===== config.mk =====
export PLATFORM = sky130hd
export DESIGN_NAME = flash_host_ctl
export DESIGN_NICKNAME = d
export VERILOG_FILES = /design/src/hw/flash_host_ctl.v /design/src/hw/sync2.v /design/src/hw/wait_timer.v
export VERILOG_INCLUDE_DIRS = /design/src /design/src/hw
export SDC_FILE = /design/constraint.sdc
export NUM_CORES = 1
export LEC_CHECK = 0
export ABC_CLOCK_PERIOD_IN_PS = 3700
export BUFFER_PORTS_ARGS = -buffer_cell sky130_fd_sc_hd__buf_2
export CAP_MARGIN = 20
export CORE_MARGIN = 5
export CORE_UTILIZATION = 56
export DETAILED_ROUTE_END_ITERATION = 8
export PLACE_DENSITY = 0.78
export SETUP_SLACK_MARGIN = 0.05
export SYNTH_ARGS = -nofsm -noshare
export SYNTH_HDL_FRONTEND = slang
export SYNTH_HIERARCHICAL = 1
export SYNTH_SLANG_ARGS = --single-unit
export TNS_END_PERCENT = 100

===== constraint.sdc =====
create_clock -name i_clock -period 3.7 [get_ports i_clock]
set_input_delay 0.925 -clock i_clock [delete_from_list [all_inputs] [get_ports i_clock]]
set_output_delay 0.925 -clock i_clock [all_outputs]
set_load 0.02 [all_outputs]

===== src/hw/flash_ctl_defs.vh =====
// timing and register constants for the flash host controller
// assumes a 25 MHz system clock; all counts are derived from it
`ifndef FLASH_CTL_DEFS_VH
`define FLASH_CTL_DEFS_VH

`define CLK_MHZ 25
// ---- times in their own units ----
`define T_RESET_BUSY_US 20
`define T_RESET_IDLE_NS 500
`define T_RESET_PULSE_NS 500
`define T_RESET_HIGH_NS 200
`define T_STANDBY_US 20
`define T_POLL_HIGH_NS 20
`define T_UNPROT_SETUP_US 4
`define T_UNPROT_HOLD_US 4
`define T_BUSY_NS 90
`define T_WRITE_PULSE_NS 60
`define T_ACCESS_NS 100
// ---- cycle counts (least times round up, longest round down) ----
`define CYC_RESET_PULSE ((`T_RESET_PULSE_NS * `CLK_MHZ + 999) / 1000)
`define CYC_RESET_BUSY (`T_RESET_BUSY_US * `CLK_MHZ)
`define CYC_RESET_HIGH ((`T_RESET_HIGH_NS * `CLK_MHZ + 999) / 1000)
`define CYC_POLL_HIGH ((`T_POLL_HIGH_NS * `CLK_MHZ + 999) / 1000)
`define CYC_UNPROT_SETUP (`T_UNPROT_SETUP_US * `CLK_MHZ)
`define CYC_UNPROT_HOLD (`T_UNPROT_HOLD_US * `CLK_MHZ)
`define CYC_BUSY_MAX ((`T_BUSY_NS * `CLK_MHZ) / 1000)
`define CYC_WRITE_PULSE ((`T_WRITE_PULSE_NS * `CLK_MHZ + 999) / 1000)
`define CYC_ACCESS ((`T_ACCESS_NS * `CLK_MHZ + 999) / 1000)
// ---- register word offsets (byte address = 4 * index) ----
`define REG_CTRL 4'h0
`define REG_ADDR 4'h1
`define REG_DATA 4'h2
`define REG_STAT 4'h3
`define REG_RDATA 4'h4
// ---- control register fields ----
`define CMD_LSB 0
`define CMD_W 3
`define CTRL_BOOST_BIT 4
`define CTRL_ELEV_BIT 5
// ---- commands ----
`define CMD_READ 3'h1
`define CMD_WRITE 3'h2
`define CMD_POLL 3'h3
`define CMD_RESET 3'h4
`define CMD_PROTECT 3'h5
`define CMD_UNPROTECT 3'h6
// ---- protect address codes on bits six, one, zero ----
`define PROT_ADDR_CODE 3'h2
`define UNPROT_ADDR_CODE 3'h6
`define RESET_CTRL 6'h00

`endif


===== src/hw/flash_host_ctl.v =====
// host controller that drives an asynchronous dual-bank nor flash over its pins
// assumes an avalon-mm master on the same 25 MHz clock; the flash has no clock
//
// Implementation choices: the Avalon-MM interface to the registers and the address map.
`timescale 1ns/1ps
`default_nettype none
`include "flash_ctl_defs.vh"
module flash_host_ctl (
   input wire i_clock,
   input wire i_rst_n,
   // avalon-mm slave, word addressed by index
   input wire [3:0] i_avs_address,
   input wire i_avs_read,
   input wire i_avs_write,
   input wire [31:0] i_avs_writedata,
   output reg [31:0] o_avs_readdata,
   output reg o_avs_waitrequest,
   // flash pins
   output reg [20:0] o_fl_addr,
   input wire [15:0] i_fl_dq,
   output reg [15:0] o_fl_dq,
   output reg o_fl_dq_oe,
   output reg o_fl_ce_n,
   output reg o_fl_oe_n,
   output reg o_fl_we_n,
   output reg o_fl_reset_n,
   output reg o_fl_elevated,
   output reg o_fl_boost,
   input wire i_ready_busy_out
);
   // ==========================================================
   // state codes
   localparam [3:0] ST_IDLE = 4'h0;
   localparam [3:0] ST_RD = 4'h1;
   localparam [3:0] ST_WR = 4'h2;
   localparam [3:0] ST_WR_HI = 4'h3;
   localparam [3:0] ST_RST_LO = 4'h4;
   localparam [3:0] ST_RST_HI = 4'h5;
   localparam [3:0] ST_POLL_HI = 4'h6;
   localparam [3:0] ST_EL_SETUP = 4'h7;
   localparam [3:0] ST_EL_HOLD = 4'h8;

   // ==========================================================
   // registers
   reg [3:0] state_r;
   reg [3:0] state_nxt;
   reg [5:0] ctrl_r;
   reg [20:0] addr_r;
   reg [15:0] wdata_r;
   reg [15:0] rdata_r;
   reg [15:0] prev_r;
   reg toggled_r;
   reg suspend_tog_r;
   reg busy_r;
   reg [2:0] cmd_r;
   reg cmd_go_r;
   reg long_reset_r;
   reg load;
   reg [11:0] load_val;
   wire tmr_done;
   wire [15:0] dq_s;
   wire rb_s;

   // ==========================================================
   // input synchronisers
   genvar g;
   generate
      for (g = 0; g < 16; g = g + 1) begin : g_dq
         sync2 u_dq (
            .i_clock(i_clock),
            .i_rst_n(i_rst_n),
            .i_level(i_fl_dq[g]),
            .o_level(dq_s[g])
         );
      end
   endgenerate
   sync2 u_rb (
      .i_clock(i_clock),
      .i_rst_n(i_rst_n),
      .i_level(i_ready_busy_out),
      .o_level(rb_s)
   );

   wait_timer u_tmr (
      .i_clock(i_clock),
      .i_rst_n(i_rst_n),
      .i_load(load),
      .i_count(load_val),
      .o_done(tmr_done)
   );

   // ==========================================================
   // address with protect code forced onto bits six, one, zero
   function [20:0] prot_addr;
      input [20:0] a;
      input [2:0] code;
      begin
         prot_addr = {a[20:7], code[2], a[5:2], code[1], code[0]};
      end
   endfunction
   // timing counts all fit the 12-bit timer; the cut is deliberate
   function [11:0] cyc12;
      input integer c;
      cyc12 = c[11:0];
   endfunction

   // ==========================================================
   // bus slave: a request is held off while a command is in flight
   wire bus_busy = cmd_go_r || (state_r != ST_IDLE);
   always @(posedge i_clock) begin
      if (!i_rst_n) begin
         ctrl_r <= `RESET_CTRL;
         addr_r <= 21'h00_0000;
         wdata_r <= 16'h0000;
         cmd_r <= 3'h0;
         cmd_go_r <= 1'b0;
         o_avs_waitrequest <= 1'b1;
         o_avs_readdata <= 32'h0000_0000;
      end else begin
         o_avs_waitrequest <= 1'b1;
         // one-cycle strobe; cmd 0 must fire too so that elevated mode can be left
         cmd_go_r <= 1'b0;
         if ((i_avs_write || i_avs_read) && o_avs_waitrequest && !bus_busy) begin
            o_avs_waitrequest <= 1'b0;
            o_avs_readdata <= 32'h0000_0000;
            if (i_avs_write) begin
               case (i_avs_address)
                  `REG_CTRL: begin
                     ctrl_r <= i_avs_writedata[5:0];
                     cmd_r <= i_avs_writedata[`CMD_LSB +: `CMD_W];
                     cmd_go_r <= 1'b1;
                  end
                  `REG_ADDR: addr_r <= i_avs_writedata[20:0];
                  `REG_DATA: wdata_r <= i_avs_writedata[15:0];
                  default: ;
               endcase
            end else begin
               case (i_avs_address)
                  `REG_CTRL: o_avs_readdata <= {26'h000_0000, ctrl_r};
                  `REG_ADDR: o_avs_readdata <= {11'h000, addr_r};
                  `REG_DATA: o_avs_readdata <= {16'h0000, wdata_r};
                  `REG_STAT: o_avs_readdata <= {27'h000_0000, long_reset_r,
                     suspend_tog_r, toggled_r, busy_r, rb_s};
                  `REG_RDATA: o_avs_readdata <= {16'h0000, rdata_r};
                  default: o_avs_readdata <= 32'h0000_0000;
               endcase
            end
         end
      end
   end

   // ==========================================================
   // sequencer
   always @* begin
      state_nxt = state_r;
      load = 1'b0;
      load_val = 12'h000;
      case (state_r)
         ST_IDLE: begin
            if (cmd_go_r) begin
               load = 1'b1;
               case (cmd_r)
                  `CMD_READ, `CMD_POLL: begin
                     load_val = cyc12(`CYC_ACCESS);
                     state_nxt = ST_RD;
                  end
                  `CMD_WRITE, `CMD_PROTECT, `CMD_UNPROTECT: begin
                     // elevated reset needs its setup time before writes
                     if (ctrl_r[`CTRL_ELEV_BIT] && !o_fl_elevated) begin
                        load_val = cyc12(`CYC_UNPROT_SETUP);
                        state_nxt = ST_EL_SETUP;
                     end else begin
                        load_val = cyc12(`CYC_WRITE_PULSE);
                        state_nxt = ST_WR;
                     end
                  end
                  `CMD_RESET: begin
                     load_val = cyc12(`CYC_RESET_BUSY);
                     state_nxt = ST_RST_LO;
                  end
                  default: begin
                     // leaving elevated mode waits for ready, then holds
                     if (o_fl_elevated && !ctrl_r[`CTRL_ELEV_BIT]) begin
                        load_val = cyc12(`CYC_UNPROT_HOLD);
                        state_nxt = ST_EL_HOLD;
                     end
                  end
               endcase
            end
         end
         ST_EL_SETUP: begin
            if (tmr_done) begin
               load = 1'b1;
               load_val = cyc12(`CYC_WRITE_PULSE);
               state_nxt = ST_WR;
            end
         end
         ST_EL_HOLD: begin
            if (!rb_s) begin
               load = 1'b1;
               load_val = cyc12(`CYC_UNPROT_HOLD);
            end else if (tmr_done) begin
               state_nxt = ST_IDLE;
            end
         end
         ST_RD: begin
            if (tmr_done) begin
               load = 1'b1;
               load_val = cyc12(`CYC_POLL_HIGH);
               state_nxt = ST_POLL_HI;
            end
         end
         ST_POLL_HI: begin
            if (tmr_done) begin
               state_nxt = ST_IDLE;
            end
         end
         ST_WR: begin
            if (tmr_done) begin
               load = 1'b1;
               load_val = cyc12(`CYC_WRITE_PULSE);
               state_nxt = ST_WR_HI;
            end
         end
         ST_WR_HI: begin
            // a new write may follow as soon as the high time has run; ready is not waited for
            if (tmr_done) begin
               state_nxt = ST_IDLE;
            end
         end
         ST_RST_LO: begin
            // held long enough for abort, pulse width and standby entry
            if (tmr_done) begin
               load = 1'b1;
               load_val = cyc12(`CYC_RESET_HIGH);
               state_nxt = ST_RST_HI;
            end
         end
         ST_RST_HI: begin
            if (tmr_done) begin
               state_nxt = ST_IDLE;
            end
         end
         default: state_nxt = ST_IDLE;
      endcase
   end

   // ==========================================================
   // pin drive and status capture
   always @(posedge i_clock) begin
      if (!i_rst_n) begin
         state_r <= ST_IDLE;
         o_fl_addr <= 21'h00_0000;
         o_fl_dq <= 16'h0000;
         o_fl_dq_oe <= 1'b0;
         o_fl_ce_n <= 1'b1;
         o_fl_oe_n <= 1'b1;
         o_fl_we_n <= 1'b1;
         o_fl_reset_n <= 1'b1;
         o_fl_elevated <= 1'b0;
         o_fl_boost <= 1'b0;
         rdata_r <= 16'h0000;
         prev_r <= 16'h0000;
         toggled_r <= 1'b0;
         suspend_tog_r <= 1'b0;
         busy_r <= 1'b0;
         long_reset_r <= 1'b0;
      end else begin
         state_r <= state_nxt;
         o_fl_boost <= ctrl_r[`CTRL_BOOST_BIT];
         busy_r <= !rb_s;
         case (state_nxt)
            ST_RD: begin
               o_fl_addr <= addr_r;
               o_fl_dq_oe <= 1'b0;
               o_fl_ce_n <= 1'b0;
               o_fl_oe_n <= 1'b0;
            end
            ST_WR: begin
               if (cmd_r == `CMD_PROTECT) begin
                  o_fl_addr <= prot_addr(addr_r, `PROT_ADDR_CODE);
               end else if (cmd_r == `CMD_UNPROTECT) begin
                  o_fl_addr <= prot_addr(addr_r, `UNPROT_ADDR_CODE);
               end else begin
                  o_fl_addr <= addr_r;
               end
               o_fl_dq <= wdata_r;
               o_fl_dq_oe <= 1'b1;
               o_fl_ce_n <= 1'b0;
               o_fl_we_n <= 1'b0;
            end
            ST_RST_LO: begin
               o_fl_reset_n <= 1'b0;
               long_reset_r <= 1'b1;
            end
            ST_EL_SETUP: o_fl_elevated <= 1'b1;
            ST_IDLE: begin
               if (state_r == ST_EL_HOLD) begin
                  o_fl_elevated <= 1'b0;
               end
            end
            default: begin
               // enables high: ends the access and separates status reads
               o_fl_ce_n <= 1'b1;
               o_fl_oe_n <= 1'b1;
               o_fl_we_n <= 1'b1;
               o_fl_dq_oe <= 1'b0;
               o_fl_reset_n <= 1'b1;
            end
         endcase
         // sample the bus at the end of the access time
         if (state_r == ST_RD && tmr_done) begin
            rdata_r <= dq_s;
            if (cmd_r == `CMD_POLL) begin
               toggled_r <= (dq_s[6] != prev_r[6]);
               suspend_tog_r <= (dq_s[2] != prev_r[2]);
               prev_r <= dq_s;
            end
         end
      end
   end
endmodule // flash_host_ctl
`default_nettype wire


===== src/hw/sync2.v =====
// two-flop synchroniser for one asynchronous level
// assumes the input may change at any time relative to i_clock
`timescale 1ns/1ps
`default_nettype none
module sync2 (
   input wire i_clock,
   input wire i_rst_n,
   input wire i_level,
   output reg o_level
);
   reg meta_r;
   always @(posedge i_clock) begin
      if (!i_rst_n) begin
         meta_r <= 1'b0;
         o_level <= 1'b0;
      end else begin
         meta_r <= i_level;
         o_level <= meta_r;
      end
   end
endmodule // sync2
`default_nettype wire


===== src/hw/wait_timer.v =====
// load-and-count-down timer; o_done is high while the count is zero
// assumes loads come from logic on the same clock
`timescale 1ns/1ps
`default_nettype none
module wait_timer (
   input wire i_clock,
   input wire i_rst_n,
   input wire i_load,
   input wire [11:0] i_count,
   output wire o_done
);
   reg [11:0] count_r;
   always @(posedge i_clock) begin
      if (!i_rst_n) begin
         count_r <= 12'h000;
      end else if (i_load) begin
         count_r <= i_count;
      end else if (count_r != 12'h000) begin
         count_r <= count_r - 12'h001;
      end
   end
   assign o_done = (count_r == 12'h000);
endmodule // wait_timer
`default_nettype wire


# [Yosys cells after proc, flatten, opt, wreduce, memory -nomap -nowiden]
# Index checks and enable logic that the tools add are counted.
[totals] register_bits=201 input_bits=57
[classes] n_mux=40 reduce_logical=36 addsub=1 n_eq_ne=25
[ops] op="case mux 21 bit (5 select lines)" n=1
[ops] op="case mux 9 bit (5 select lines)" n=1
[ops] op="case mux 21 bit (2 select lines)" n=1
[ops] op="2-to-1 mux 7 bit" n=5
[ops] op="2-to-1 mux 4 bit" n=8
[ops] op="equality test 4 x 3 -> 1 bit (second input constant)" n=7
[ops] op="case mux 4 bit (7 select lines)" n=1
[ops] op="case mux 9 bit (3 select lines)" n=1
[ops] op="2-to-1 mux 12 bit" n=2
[ops] op="2-to-1 mux 21 bit" n=1
[ops] op="equality test 4 x 2 -> 1 bit (second input constant)" n=5
[ops] op="OR reduction 4 bit" n=4
[ops] op="equality test 4 x 1 -> 1 bit (second input constant)" n=3
[ops] op="zero test 12 bit" n=1
[ops] op="zero test 4 bit" n=3
[ops] op="case mux 1 bit (2 select lines)" n=6
[ops] op="case mux 4 bit (3 select lines)" n=1
[ops] op="AND reduction 3 bit" n=4
[ops] op="nonzero test 12 bit" n=1
[ops] op="subtractor 12 x 1 -> 12 bit (second input constant)" n=1
[ops] op="equality test 3 bit (second input constant)" n=3
[ops] op="2-to-1 mux 9 bit" n=1
[ops] op="OR reduction 3 bit" n=3
[ops] op="2-to-1 mux 1 bit" n=7
[ops] op="15 further kinds" n=31

# [Depth between registers and ports, before layout]
# Gate-level depths: netlist of run 1.
[depth] depth_word=9 depth_mapped=14 depth_no_buf=11

# [Modules after synthesis]
# Netlist of run 1, hierarchy kept.
[modules_own_cells] mod="flash_host_ctl" instances=1 cells_each=705 area_each_um2=5909.4 seq_area_each_um2=2722.6
[modules_own_cells] mod="sync2" instances=17 cells_each=4 area_each_um2=52.6 seq_area_each_um2=40.0
[modules_own_cells] mod="wait_timer" instances=1 cells_each=90 area_each_um2=703.2 seq_area_each_um2=240.2

# [Worst setup path before layout of run 1]
# No wires, ideal clock.
[synth_timing] path_kind="input to register" from="input port i_avs_address[1]" to="register wdata_r[10]" slack_ns=0.928 required_time_ns=3.572 setup_ns=0.128 arrival_time_ns=2.644 cell_stages=6 n_path_buf=2 cell_sequence="clkbuf_1 > nor4b_2 > nand3_1 > buf_2 > mux2i_1 > nor2_1"
[synth_between] elab_chain_len=2
[synth_rtl] item="start: declaration" line="flash_host_ctl.v:12" text="input wire [3:0] i_avs_address,"
[synth_rtl] item="equality test 4 x 2 -> 1 bit" line="flash_host_ctl.v:127" text="case (i_avs_address)"
[synth_rtl] item="AND reduction 3 bit (no source line)"
[synth_rtl] item="end signal: assignment" line="flash_host_ctl.v:134" text="`REG_DATA: wdata_r <= i_avs_writedata[15:0];"
[synth_rtl] item="end: declaration" line="flash_host_ctl.v:49" text="reg [15:0] wdata_r;"
# Every way passes these cells.
# A chain may end at the register's enable or synchronous reset.

# [Worst setup path after layout of run 1]
[layout_timing] from="register u_tmr.count_r[0]" to="register o_fl_addr[5]"
[layout_between] elab_chain_len=6 elab_cells_between_ends=12 cone_classes="eq/ne: 2; mux: 8; reduce/logical: 2"
[layout_rtl] item="start: declaration" line="wait_timer.v:12" text="reg [11:0] count_r;"
[layout_rtl] item="start signal: assignment" line="wait_timer.v:17" text="count_r <= i_count;"
[layout_rtl] item="start signal: assignment" line="wait_timer.v:19" text="count_r <= count_r - 12'h001;"
[layout_rtl] item="zero test 12 bit *" line="wait_timer.v:22" text="assign o_done = (count_r == 12'h000);"
[layout_rtl] item="via tmr_done" line="flash_host_ctl.v:60" text="wire tmr_done;"
[layout_rtl] item="2-to-1 mux 4 bit"
[layout_rtl] item="2-to-1 mux 4 bit" line="flash_host_ctl.v:199" text="if (!rb_s) begin"
[layout_rtl] item="case mux 4 bit (7 select lines) *" line="flash_host_ctl.v:158" text="case (state_r)"
[layout_rtl] item="equality test 4 x 2 -> 1 bit or equality test 4 x 1 -> 1 bit (tied branches)" line="flash_host_ctl.v:272" text="case (state_nxt)"
[layout_rtl] item="case mux 21 bit (2 select lines) or nonzero test 2 bit (tied branches)"
[layout_rtl] item="end signal: assignment" line="flash_host_ctl.v:274" text="o_fl_addr <= addr_r;"
[layout_rtl] item="end signal: assignment" line="flash_host_ctl.v:281" text="o_fl_addr <= prot_addr(addr_r, `PROT_ADDR_CODE);"
[layout_rtl] item="end signal: assignment" line="flash_host_ctl.v:283" text="o_fl_addr <= prot_addr(addr_r, `UNPROT_ADDR_CODE);"
[layout_rtl] item="end: declaration" line="flash_host_ctl.v:19" text="output reg [20:0] o_fl_addr,"
# Mark *: on every way through the listed nets, which the timed path passes. The rest lies on a longest branch. The select of a mux whose other input is x is not followed.

==> results.md, run 1 <==
- Run status: complete, no violations
- # resized after CTS: 0
- FMAX: 310.3 MHz
- Rows: 42
- Crit path DAT: 3.58 ns
- Post-synth top area share: between 40% and 50%
- First-pass GRT wire length: 31490 um
- Max_slew headroom: 48.15%
- Register area share after synthesis: 48.54%
- Fin crit period: 3.222 ns
- Tightest Pin Transition: around 0.78 ns
- Top Layer Used: met4
- Clk slew on worst S/H paths: ~0.07 ns
- Dpl hpwl: 13420 um
- Most area-hungry cell type in the Yosys netlist: dfxtp_1
- Placed Area: approximately 8200 um^2
- Wire length per cell: 17.25 um
- Gr usage total: 24.49%
- Worst Path Buf+Inv: 4
- Detailed Route WL: 19800 um
- Via count: 6759
- Worst Setup Start Kind: flop
- Final Skew: 0.009853 ns
- Gr ovfl total: 0
- Worst-case clock buffer depth: 2
- Area Growth Syn to Fin: 18.17%
- Mapped Area: 7506 um^2
- Placer Congestion: 0.8953
- Ys Warns: 6
- DR vias/cell: 5.888
- Max VDD drop: 0.3609 mV
- Clk_lat worst skew: 0.44 ns
- 1st-iter DRT viols: 775
- Max Cap Viol: 0
- H-tree depth: 4
- Hold path start: g_dq[2].u_dq/meta_r
- Crit path max fanout: 19
- Fin. max-slew vios: 0
- # hold bufs at CTS: 0
- Worst Hold Path Cells: 1
- Largest net degree at the start of global routing: 68
- DRC: 0
- Synth top area cells: dfxtp_1 (49%), a21oi_1 (6.5%), nand2_1 (4.9%)
- RSZ-0062 raised after global routing: no
- Vias in the first global route: 6149
- CP peak stage delay: 0.39 ns
- Critical Path Sink Type: flop
- Cell Pwr Density: 521.8 nW/um^2
- Hold Path End: g_dq[2].u_dq/o_level
- DIE WIDTH: 125.8 um
- I/O Buffers: between 100 and 150
- Final setup viols: 0
- Setup Buffers After CTS: 0
- Setup TNS: 0 ns
- Top FF cell, synth: dfxtp_1
- Cell family with most CP delay: simple AND/OR/NAND/NOR gates
- Antenna diode count: 0
- FF-to-FF Start: u_tmr/count_r[0]
- Critical-path top delay cell: nor2b_1
- Die height: 125.8 um
- Worst reg-to-reg setup slack: between 0.4 and 0.5 ns
- Syn_area_per_cell: 8.698 um^2
- Mapped Cells: 863
- Required @ worst endpoint: 4.06 ns
- Post-synth EDFFs: 0
- TritonCTS buffer count: 17
- #FFs+latches synth: 182
- R2r worst-path depth: 13
- Worst slack, placed: a little under 0.5 ns
- Starting Density: 56.91%
- CTS tree: built
- Final Cycle Share: 87.09%
- Met3 wire len: 1608 um
- CP Class: flop to flop
- Worst reg2reg path endpoint: o_fl_addr[5]
- Leakage Power: 0.003563 uW
- Wire length on met1: 8384 um
- Critical Path Source: u_tmr/count_r[0]
- Hold Path Class: flop to flop
- CORE AREA: 13190 um^2
- Worst path cell trace: inv_1, ha_1, nor3b_1, nand3_1, inv_1, nor2b_1, a31oi_1, o211ai_1, buf_4, and3_1, buf_4, o211ai_1, a21oi_1
- Routed Antenna Nets: 0
- Initial antenna violation count: 0
- Die area: roughly 16000 um^2
- # nets final: between 1k and 1.5k
- Router iterations before antenna repair: 6
- Fraction of layout cells with a size suffix above 1: 18.72%
- Final hold vios: 0
- Cell area after layout: 8870 um^2
- CTS root buffer: clkbuf_16
- Metal2 WL: 9481 um
- Sink Count: 182
- Final critical-path setup slack: between 0.4 and 0.5 ns
- Io pins: 134
- Asr flop ratio synth: 0%
- Distinct cells, synth: 66
## cells in the mapped netlist (7+ instances only)
cell / count
clkbuf_1: 44
nand2_1: 97
and2_1: 43
mux2i_1: 29
buf_4: 13
dfxtp_1: 182
inv_1: 10
a222oi_1: 11
nand3_1: 28
o21ai_0: 55
a31oi_1: 8
a22oi_1: 7
o211ai_1: 40
buf_2: 15
a21oi_1: 98
nor2_1: 69
## per-stage QoR
step	instances	utilization, %	total power [uW]	hold slack [ns]
final	1148	67.25	4629	0.4179
after global routing	1148	67.25	4810	0.4383
after floorplan	877	-	2535	0.4057
after CTS	1148	67.25	4645	0.4215
after detailed placement	1116	62.32	2678	0.4130
after global placement	1116	62.32	2662	0.4076
## worst max-delay path by stage
stage / to / cells past startpoint
floorplan: wdata_r[10] / 6
global route: o_fl_addr[5] / 13
detailed placement: o_fl_addr[5] / 11
CTS: o_fl_addr[5] / 13
finish: o_fl_addr[5] / 13
global placement: o_fl_addr[5] / 11
## final cells by class
| type | instances | area [um^2] |
|---|---|---|
| clock buffers | 20 | 436.7 |
| clock inverters | 12 | 212.7 |
| fillers | 1118 | 4320 |
| inverters | 10 | 38.79 |
| multi-input cells | 610 | 3535 |
| flip-flops and latches | 182 | 3643 |
| well taps | 176 | 220.2 |
| repair buffers | 138 | 783.3 |
## power by group
group          total, uW  internal, uW  switching (uW)
sequential          2100          2030            68.4
clock               1980          1210             769
combinational        543           224             319
total               4630          3470            1160
## worst reg2reg max path, delay by kind of cell (launching register included)
family | cells | cell delay (ns)
adders and majority gates | 1 | 0.17
buffers and inverters | 4 | 0.88
and+or+nand+nor | 4 | 1.14
AOI/OAI and AO/OA | 4 | 0.61
DFF | 1 | 0.33
## cells by family (layout without fill, tap and decap cells)
| kind of cell | after synthesis | in the layout | share of synthesized area (%) |
|---|---|---|---|
| AND/OR/NAND/NOR | 295 | 295 | 19.25 |
| AO/OA/AOI/OAI | 263 | 263 | 21.90 |
| flip-flops | 182 | 182 | 48.54 |
| buffers and inverters | 85 | 180 | 5.351 |
| multiplexers | 29 | 29 | 3.867 |
| XOR/XNOR | 6 | 6 | 0.7001 |
| adder cells (fa/ha/maj) | 2 | 2 | 0.3333 |
| other | 1 | 15 | 0.04996 |
## flip-flops by register name, indices dropped and copies added, names as in the netlist, 2 cells and up
name,count
g_dq.u_dq/meta_r,16
o_avs_readdata,21
g_dq.u_dq/o_level,16
wdata_r,16
addr_r,21
prev_r,2
o_fl_addr,21
state_r,4
u_tmr/count_r,12
ctrl_r,6
o_fl_dq,16
rdata_r,16
## cells in the final DEF, fill, tap and decap left out, types with 7 or more instances in the layout
cell type	instances
a222oi_1	11
nand3_1	28
a21oi_1	98
dfxtp_1	182
nand2_1	97
and2_1	43
mux2i_1	29
clkbuf_16	17
o211ai_1	40
buf_2	111
nor2_1	68
a31oi_1	8
conb_1	15
a22oi_1	7
inv_1	9
buf_4	25
o21ai_0	55
## per-layer routing
metal  global-route usage, %  vias up
met5                       0        -
met4                   9.274        0
met3                   6.478       30
met2                   38.67      295
met1                   32.37     3173
li1                        -     3261
No activity file was read; power rests on OpenSTA's default activity.
==> inputs of run 2 (changes only) <==
--- a/config.mk
+++ b/config.mk
@@ -9,10 +9,13 @@
 export ABC_CLOCK_PERIOD_IN_PS = 3700
 export BUFFER_PORTS_ARGS = -buffer_cell sky130_fd_sc_hd__buf_2
 export CAP_MARGIN = 20
+export CELL_PAD_IN_SITES_DETAIL_PLACEMENT = 0
+export CELL_PAD_IN_SITES_GLOBAL_PLACEMENT = 2
 export CORE_MARGIN = 5
-export CORE_UTILIZATION = 56
+export CORE_UTILIZATION = 33
+export CTS_BUF_LIST = sky130_fd_sc_hd__clkbuf_4 sky130_fd_sc_hd__clkbuf_8 sky130_fd_sc_hd__clkbuf_16
 export DETAILED_ROUTE_END_ITERATION = 8
-export PLACE_DENSITY = 0.78
+export PLACE_DENSITY = 0.77
 export SETUP_SLACK_MARGIN = 0.05
 export SYNTH_ARGS = -nofsm -noshare
 export SYNTH_HDL_FRONTEND = slang
==> constraint.sdc (replaced) <==
create_clock -name i_clock -period 3.7 [get_ports i_clock]
set_input_delay 0.37 -clock i_clock [delete_from_list [all_inputs] [get_ports i_clock]]
set_output_delay 0.37 -clock i_clock [all_outputs]
set_load 0.02 [all_outputs]
==> run 2 against run 1 <==
Compared with the run above:
- sequential power about the same
- cell count rose by 9.6%
- sequential share of layout area is 0.38 points lower
- clock-buffer cell count is 2 lower
- design area is 0.93% higher
- core utilization down 27 points
- critical path type unchanged
- largest power group unchanged
==> results.md, run 2 (synthesis gave the netlist of run 1 again) <==
- Run status: complete, no violations (unchanged)
- R2r worst-path depth: 12 (was 13)
- Rows: 55 (was 42)
- Max VDD drop: 0.2587 mV (was 0.3609 mV)
- Fin crit period: 3.244 ns (was 3.222 ns)
- Crit path DAT: 3.57 ns (was 3.58 ns)
- FMAX: 308.2 MHz (was 310.3 MHz)
- Register area: 3643 um^2 (unchanged)
- Worst Setup Start Kind: flop (unchanged)
- Fraction of layout cells with a size suffix above 1: 19.22% (was 18.72%)
- Max Cap Viol: 0 (unchanged)
- Hold Path Class: input pin to flop (was flop to flop)
- CTS tree: built (unchanged)
- Cell Pwr Density: 496.7 nW/um^2 (was 521.8 nW/um^2)
- Wire length per cell: 17.68 um (was 17.25 um)
- H-tree depth: 4 (unchanged)
- Fin. max-slew vios: 0 (unchanged)
- Final critical-path setup slack: 0.4557 ns (was 0.4776 ns)
- Hold path start: i_fl_dq[15] (was g_dq[2].u_dq/meta_r)
- # nets final: 1019 (was 1018)
- Die area: 25860 um^2 (was 15820 um^2)
- RSZ-0062 raised after global routing: no (unchanged)
- Detailed Route WL: 22240 um (was 19800 um)
- CTS root buffer: clkbuf_16 (unchanged)
- Die height: 160.8 um (was 125.8 um)
- Area Growth Syn to Fin: 19.27% (was 18.17%)
- Crit path max fanout: 19 (unchanged)
- Max_slew headroom: 33.99% (was 48.15%)
- I/O Buffers: 111 (unchanged)
- FF-to-FF Start: u_tmr/count_r[0] (unchanged)
- DR vias/cell: 5.177 (was 5.888)
- Critical Path Sink Type: flop (unchanged)
- CORE AREA: 22500 um^2 (was 13190 um^2)
- Clk slew on worst S/H paths: 0.08 ns (was 0.07 ns)
- Dpl hpwl: 15670 um (was 13420 um)
- Required @ worst endpoint: 4.02 ns (was 4.06 ns)
- Final core utilization: 39.78% (was 67.25%)
- Io pins: 134 (unchanged)
- DIE WIDTH: 160.8 um (was 125.8 um)
- Final Skew: 0.01341 ns (was 0.009853 ns)
- Worst-case clock buffer depth: 2 (unchanged)
- Via count: 6513 (was 6759)
- Initial antenna violation count: 1 (was 0)
- Router iterations before antenna repair: 5 (was 6)
- Fill count: 2349 (was 1118)
- Clk_lat worst skew: 0.43 ns (was 0.44 ns)
- Worst reg2reg path endpoint: o_fl_addr[1] (was o_fl_addr[5])
- Routed Antenna Nets: 0 (unchanged)
- Leakage Power: 0.003544 uW (was 0.003563 uW)
- Most frequent cells in the layout: dfxtp_1 (182), buf_2 (111), a21oi_1 (98), nand2_1 (97), nor2_1 (68) (unchanged)
- Most common cell after layout, fill and taps aside: dfxtp_1 (unchanged)
- Hold Path End: g_dq[15].u_dq/meta_r (was g_dq[2].u_dq/o_level)
- Sink Count: 182 (unchanged)
- First-pass GRT wire length: 35110 um (was 31490 um)
- Worst Hold Path Cells: 2 (was 1)
- DRC: 0 (unchanged)
- Worst reg-to-reg setup slack: 0.46 ns (was 0.48 ns)
- Worst slack, placed: 0.4321 ns (was 0.4865 ns)
- Largest net degree at the start of global routing: 67 (was 68)
- Biggest regs: addr_r (21), o_avs_readdata (21), o_fl_addr (21) (unchanged)
- Gr ovfl total: 0 (unchanged)
- Placer Congestion: 0.7700 (was 0.8953)
- Starting Density: 33.36% (was 56.91%)
- 1st-iter DRT viols: 371 (was 775)
- Multi-input gate area: 3536 um^2 (was 3535 um^2)
- Final hold vios: 0 (unchanged)
- Vias in the first global route: 6334 (was 6149)
- Gr usage total: 17.04% (was 24.49%)
- Final Cycle Share: 87.68% (was 87.09%)
- Final setup viols: 0 (unchanged)
- TritonCTS buffer count: 17 (unchanged)
- Setup TNS: 0 ns (unchanged)
- Tightest Pin Transition: 0.9901 ns (was 0.7778 ns)
- Antenna diode count: 0 (unchanged)
- CP Class: flop to flop (unchanged)
==> run 2: cell type report <==
class,instances,area share [%]
repair buffers,139,8.833
well taps,285,3.983
inverters,10,0.4333
clock inverters,14,1.719
multi-input cells,610,39.50
clock buffers,18,4.836
flip-flops and latches,182,40.70
==> run 2: worst max-delay path by stage <==
stage               cells past startpoint        startpoint             to
global placement                       12  u_tmr/count_r[0]  o_fl_addr[16]
CTS                                    12  u_tmr/count_r[0]   o_fl_addr[1]
global route                           12  u_tmr/count_r[0]   o_fl_addr[1]
floorplan                              13  u_tmr/count_r[0]   o_fl_addr[1]
finish                                 12  u_tmr/count_r[0]   o_fl_addr[1]
detailed placement                     12  u_tmr/count_r[0]  o_fl_addr[13]
==> run 2: layer usage <==
metal / routed length, um / GRT usage, % / vias up
met1: 10020 / 22.19 / 3123
met5: 13 / 0 / -
met4: 229 / 4.149 / 2
li1: - / - / 3251
met2: 11070 / 29.22 / 123
met3: 904 / 3.285 / 14
==> run 2: worst max-delay path, stage by stage, from the launching register on <==
cell      delay [ns]
dfxtp_1         0.33
inv_1           0.10
ha_1            0.17
nor3b_1         0.31
nand3_1         0.25
inv_1           0.34
nor2b_1         0.38
a31oi_1         0.15
o211ai_1        0.25
and3_1          0.32
buf_4           0.26
o211ai_1        0.11
a31oi_1         0.17
==> run 2: report_power, final <==
group	internal [uW]	switching [uW]	total, uW
clock	916	881	1800
sequential	2030	69.2	2100
combinational	227	321	548
==> run 2: repair_timing <==
action,in CTS,in global routing
setup endpoints to repair,0,16
setup buffers,0,0
gates resized for setup,0,1
hold endpoints to repair,0,0
hold buffers,0,0
==> run 2: through the flow <==
step	hold slack, ns	power [uW]	instance area [um^2]	cells
floorplan	0.4057	2535	7559	877
global placement	0.4102	2690	8364	1226
detailed placement	0.4097	2691	8364	1226
CTS	0.1213	4495	8951	1258
global route	0.1254	4680	8952	1258
finish	0.1360	4446	8952	1258
==> inputs of run 3 (changes only) <==
--- a/config.mk
+++ b/config.mk
@@ -7,14 +7,14 @@
 export NUM_CORES = 1
 export LEC_CHECK = 0
 export ABC_CLOCK_PERIOD_IN_PS = 3700
-export BUFFER_PORTS_ARGS = -buffer_cell sky130_fd_sc_hd__buf_2
 export CAP_MARGIN = 20
 export CELL_PAD_IN_SITES_DETAIL_PLACEMENT = 0
 export CELL_PAD_IN_SITES_GLOBAL_PLACEMENT = 2
 export CORE_MARGIN = 5
-export CORE_UTILIZATION = 33
+export CORE_UTILIZATION = 38
 export CTS_BUF_LIST = sky130_fd_sc_hd__clkbuf_4 sky130_fd_sc_hd__clkbuf_8 sky130_fd_sc_hd__clkbuf_16
 export DETAILED_ROUTE_END_ITERATION = 8
+export DONT_BUFFER_PORTS = 1
 export PLACE_DENSITY = 0.77
 export SETUP_SLACK_MARGIN = 0.05
 export SYNTH_ARGS = -nofsm -noshare
==> run 3 against run 2 <==
Compared with the run above:
- sequential power about the same
- clock power barely moved
- flip-flop and latch count did not move
- core utilization grew 2.9 points
- global-route usage increased by 1.4 points
- highest routed layer is now met4
==> results.md, run 3 (synthesis gave the netlist of run 1 again) <==
- Run status: complete, no violations (unchanged)
- Biggest regs: addr_r (21), o_avs_readdata (21), o_fl_addr (21) (unchanged)
- Sink Count: 182 (unchanged)
- # hold bufs at CTS: 0 (unchanged)
- DRC: 0 (unchanged)
- P_int: 3170 uW (was 3175 uW)
- Initial antenna violation count: 0 (was 1)
- # resized after CTS: 0 (unchanged)
- Worst Setup Start Kind: flop (unchanged)
- RSZ-0062 raised after global routing: no (unchanged)
- Worst slack, placed: 0.5228 ns (was 0.4321 ns)
- Seq pwr share: 48.1% (was 47.3%)
- Io pins: 134 (unchanged)
- Rows: 51 (was 55)
- Clk slew on worst S/H paths: 0.07 ns (was 0.08 ns)
- Cell family with most CP delay: simple AND/OR/NAND/NOR gates (unchanged)
- Non-Filler Instances: 1122 (was 1258)
- CP peak stage delay: 0.37 ns (was 0.38 ns)
- Critical-path top delay cell: nor2b_1 (unchanged)
- Starting Density: 38.57% (was 33.36%)
- Detailed Route WL: 20850 um (was 22240 um)
- Routed Antenna Nets: 0 (unchanged)
- CORE AREA: 19460 um^2 (was 22500 um^2)
- Comb pwr share: 11.3% (was 12.3%)
- Final Cycle Share: 87.58% (was 87.68%)
- CP Class: flop to flop (unchanged)
- Setup Buffers After CTS: 0 (unchanged)
- Crit path DAT: 3.60 ns (was 3.57 ns)
- Sw Share: 27.50% (was 28.60%)
- Final Skew: 0.01644 ns (was 0.01341 ns)
- Placed Cells: 1089 (was 1226)
- Antenna diode count: 0 (unchanged)
- Worst path cell trace: inv_1, ha_1, nor3b_1, nand3_1, inv_1, nor2b_1, a31oi_1, o211ai_1, and3_1, buf_4, o211ai_1, a31oi_1 (unchanged)
- Setup TNS: 0 ns (unchanged)
- Max Cap Viol: 0 (unchanged)
- Cell Pwr Density: 525.7 nW/um^2 (was 496.7 nW/um^2)
- Final hold slack: 0.05094 ns (was 0.1360 ns)
- Final setup viols: 0 (unchanged)
- Max VDD drop: 0.3055 mV (was 0.2587 mV)
- Required @ worst endpoint: 4.06 ns (was 4.02 ns)
- Hold Path Class: input pin to flop (unchanged)
- CTS root buffer: clkbuf_16 (unchanged)
- Most frequent cells in the layout: dfxtp_1 (182), a21oi_1 (98), nand2_1 (97), nor2_1 (68), o21ai_0 (55) (was dfxtp_1 (182), buf_2 (111), a21oi_1 (98), nand2_1 (97), nor2_1 (68))
- H-tree depth: 4 (unchanged)
- Final critical-path setup slack: 0.4597 ns (was 0.4557 ns)
- Fin crit period: 3.240 ns (was 3.244 ns)
- Crit path max fanout: 19 (unchanged)
- DR vias/cell: 5.462 (was 5.177)
- Tightest Pin Transition: 0.8510 ns (was 0.9901 ns)
- Clock network fraction of total power: 40.6% (was 40.4%)
- Max_slew headroom: 43.20% (was 33.99%)
- DIE WIDTH: 150.5 um (was 160.8 um)
- Leakage Power: 0.002980 uW (was 0.003544 uW)
- Router iterations before antenna repair: 6 (was 5)
- First-pass GRT wire length: 32320 um (was 35110 um)
- Worst reg-to-reg setup slack: 0.46 ns (about the same)
- Clk_lat worst skew: 0.44 ns (was 0.43 ns)
- Fin. max-slew vios: 0 (unchanged)
- Largest net degree at the start of global routing: 68 (was 67)
- Via count: 6128 (was 6513)
- CTS tree: built (unchanged)
- Die area: 22660 um^2 (was 25860 um^2)
- Worst Path Buf+Inv: 3 (unchanged)
- Wire length per cell: 18.58 um (was 17.68 um)
- TritonCTS buffer count: 17 (unchanged)
- # nets final: 903 (was 1019)
- Dpl hpwl: 15200 um (was 15670 um)
- Net Sw Power: 1202 uW (was 1272 uW)
- Placer Congestion: 0.8724 (was 0.7700)
- 1st-iter DRT viols: 388 (was 371)
- Final hold vios: 0 (unchanged)
- Die height: 150.5 um (was 160.8 um)
- Area Growth Syn to Fin: 10.80% (was 19.27%)
- Gr usage total: 18.39% (was 17.04%)
- Fraction of layout cells with a size suffix above 1: 8.168% (was 19.22%)
- Vias in the first global route: 5976 (was 6334)
- I/O Buffers: 0 (was 111)
- Gr ovfl total: 0 (unchanged)
- FMAX: 308.6 MHz (was 308.2 MHz)
- Most common cell after layout, fill and taps aside: dfxtp_1 (unchanged)
- Critical Path Sink Type: flop (unchanged)
- Worst-case clock buffer depth: 2 (unchanged)
## run 3: routing by layer
layer | global-route usage [%] | vias to the layer above | wire length, um
met4 | 6.542 | 0 | 293
met2 | 32.29 | 124 | 10820
met3 | 6.020 | 16 | 1446
li1 | - | 3039 | -
met1 | 20.86 | 2949 | 8289
met5 | 0 | - | 0
## run 3: final cells by class
cell class / instances / area, um^2
Clock inverter: 13 / 130.1
Fill cell: 1968 / 11150
Tap cell: 265 / 331.6
Clock buffer: 19 / 452.9
Inverter: 10 / 38.79
Timing Repair Buffer: 23 / 185.2
Multi-Input combinational cell: 610 / 3535
Sequential cell: 182 / 3643
## run 3: final timing paths
| kind | end | cells after the start | startpoint |
|---|---|---|---|
| max | o_fl_addr[1] | 12 | u_tmr/count_r[0] |
| min | g_dq[12].u_dq/meta_r | 1 | i_fl_dq[12] |
| max reg2reg | o_fl_addr[1] | 12 | u_tmr/count_r[0] |
| min reg2reg | g_dq[4].u_dq/o_level | 1 | g_dq[4].u_dq/meta_r |
## run 3: power groups by stage
| stage | Sequential [uW] | Clock, uW | Combinational [uW] |
|---|---|---|---|
| global placement | 2140 | 0 | 479 |
| CTS | 2100 | 1820 | 492 |
| detailed placement | 2150 | 0 | 489 |
| floorplan | 2130 | 0 | 409 |
| finish | 2100 | 1770 | 494 |
| global route | 2120 | 1890 | 556 |
## run 3: stage by stage
stage / utilization, % / area (um^2) / power [uW]
final: 42.73 / 8317 / 4372
after global routing: 42.73 / 8317 / 4559
after CTS: 42.69 / 8309 / 4410
after detailed placement: 39.70 / 7726 / 2637
after global placement: 39.70 / 7726 / 2623
after floorplan: - / 7559 / 2535
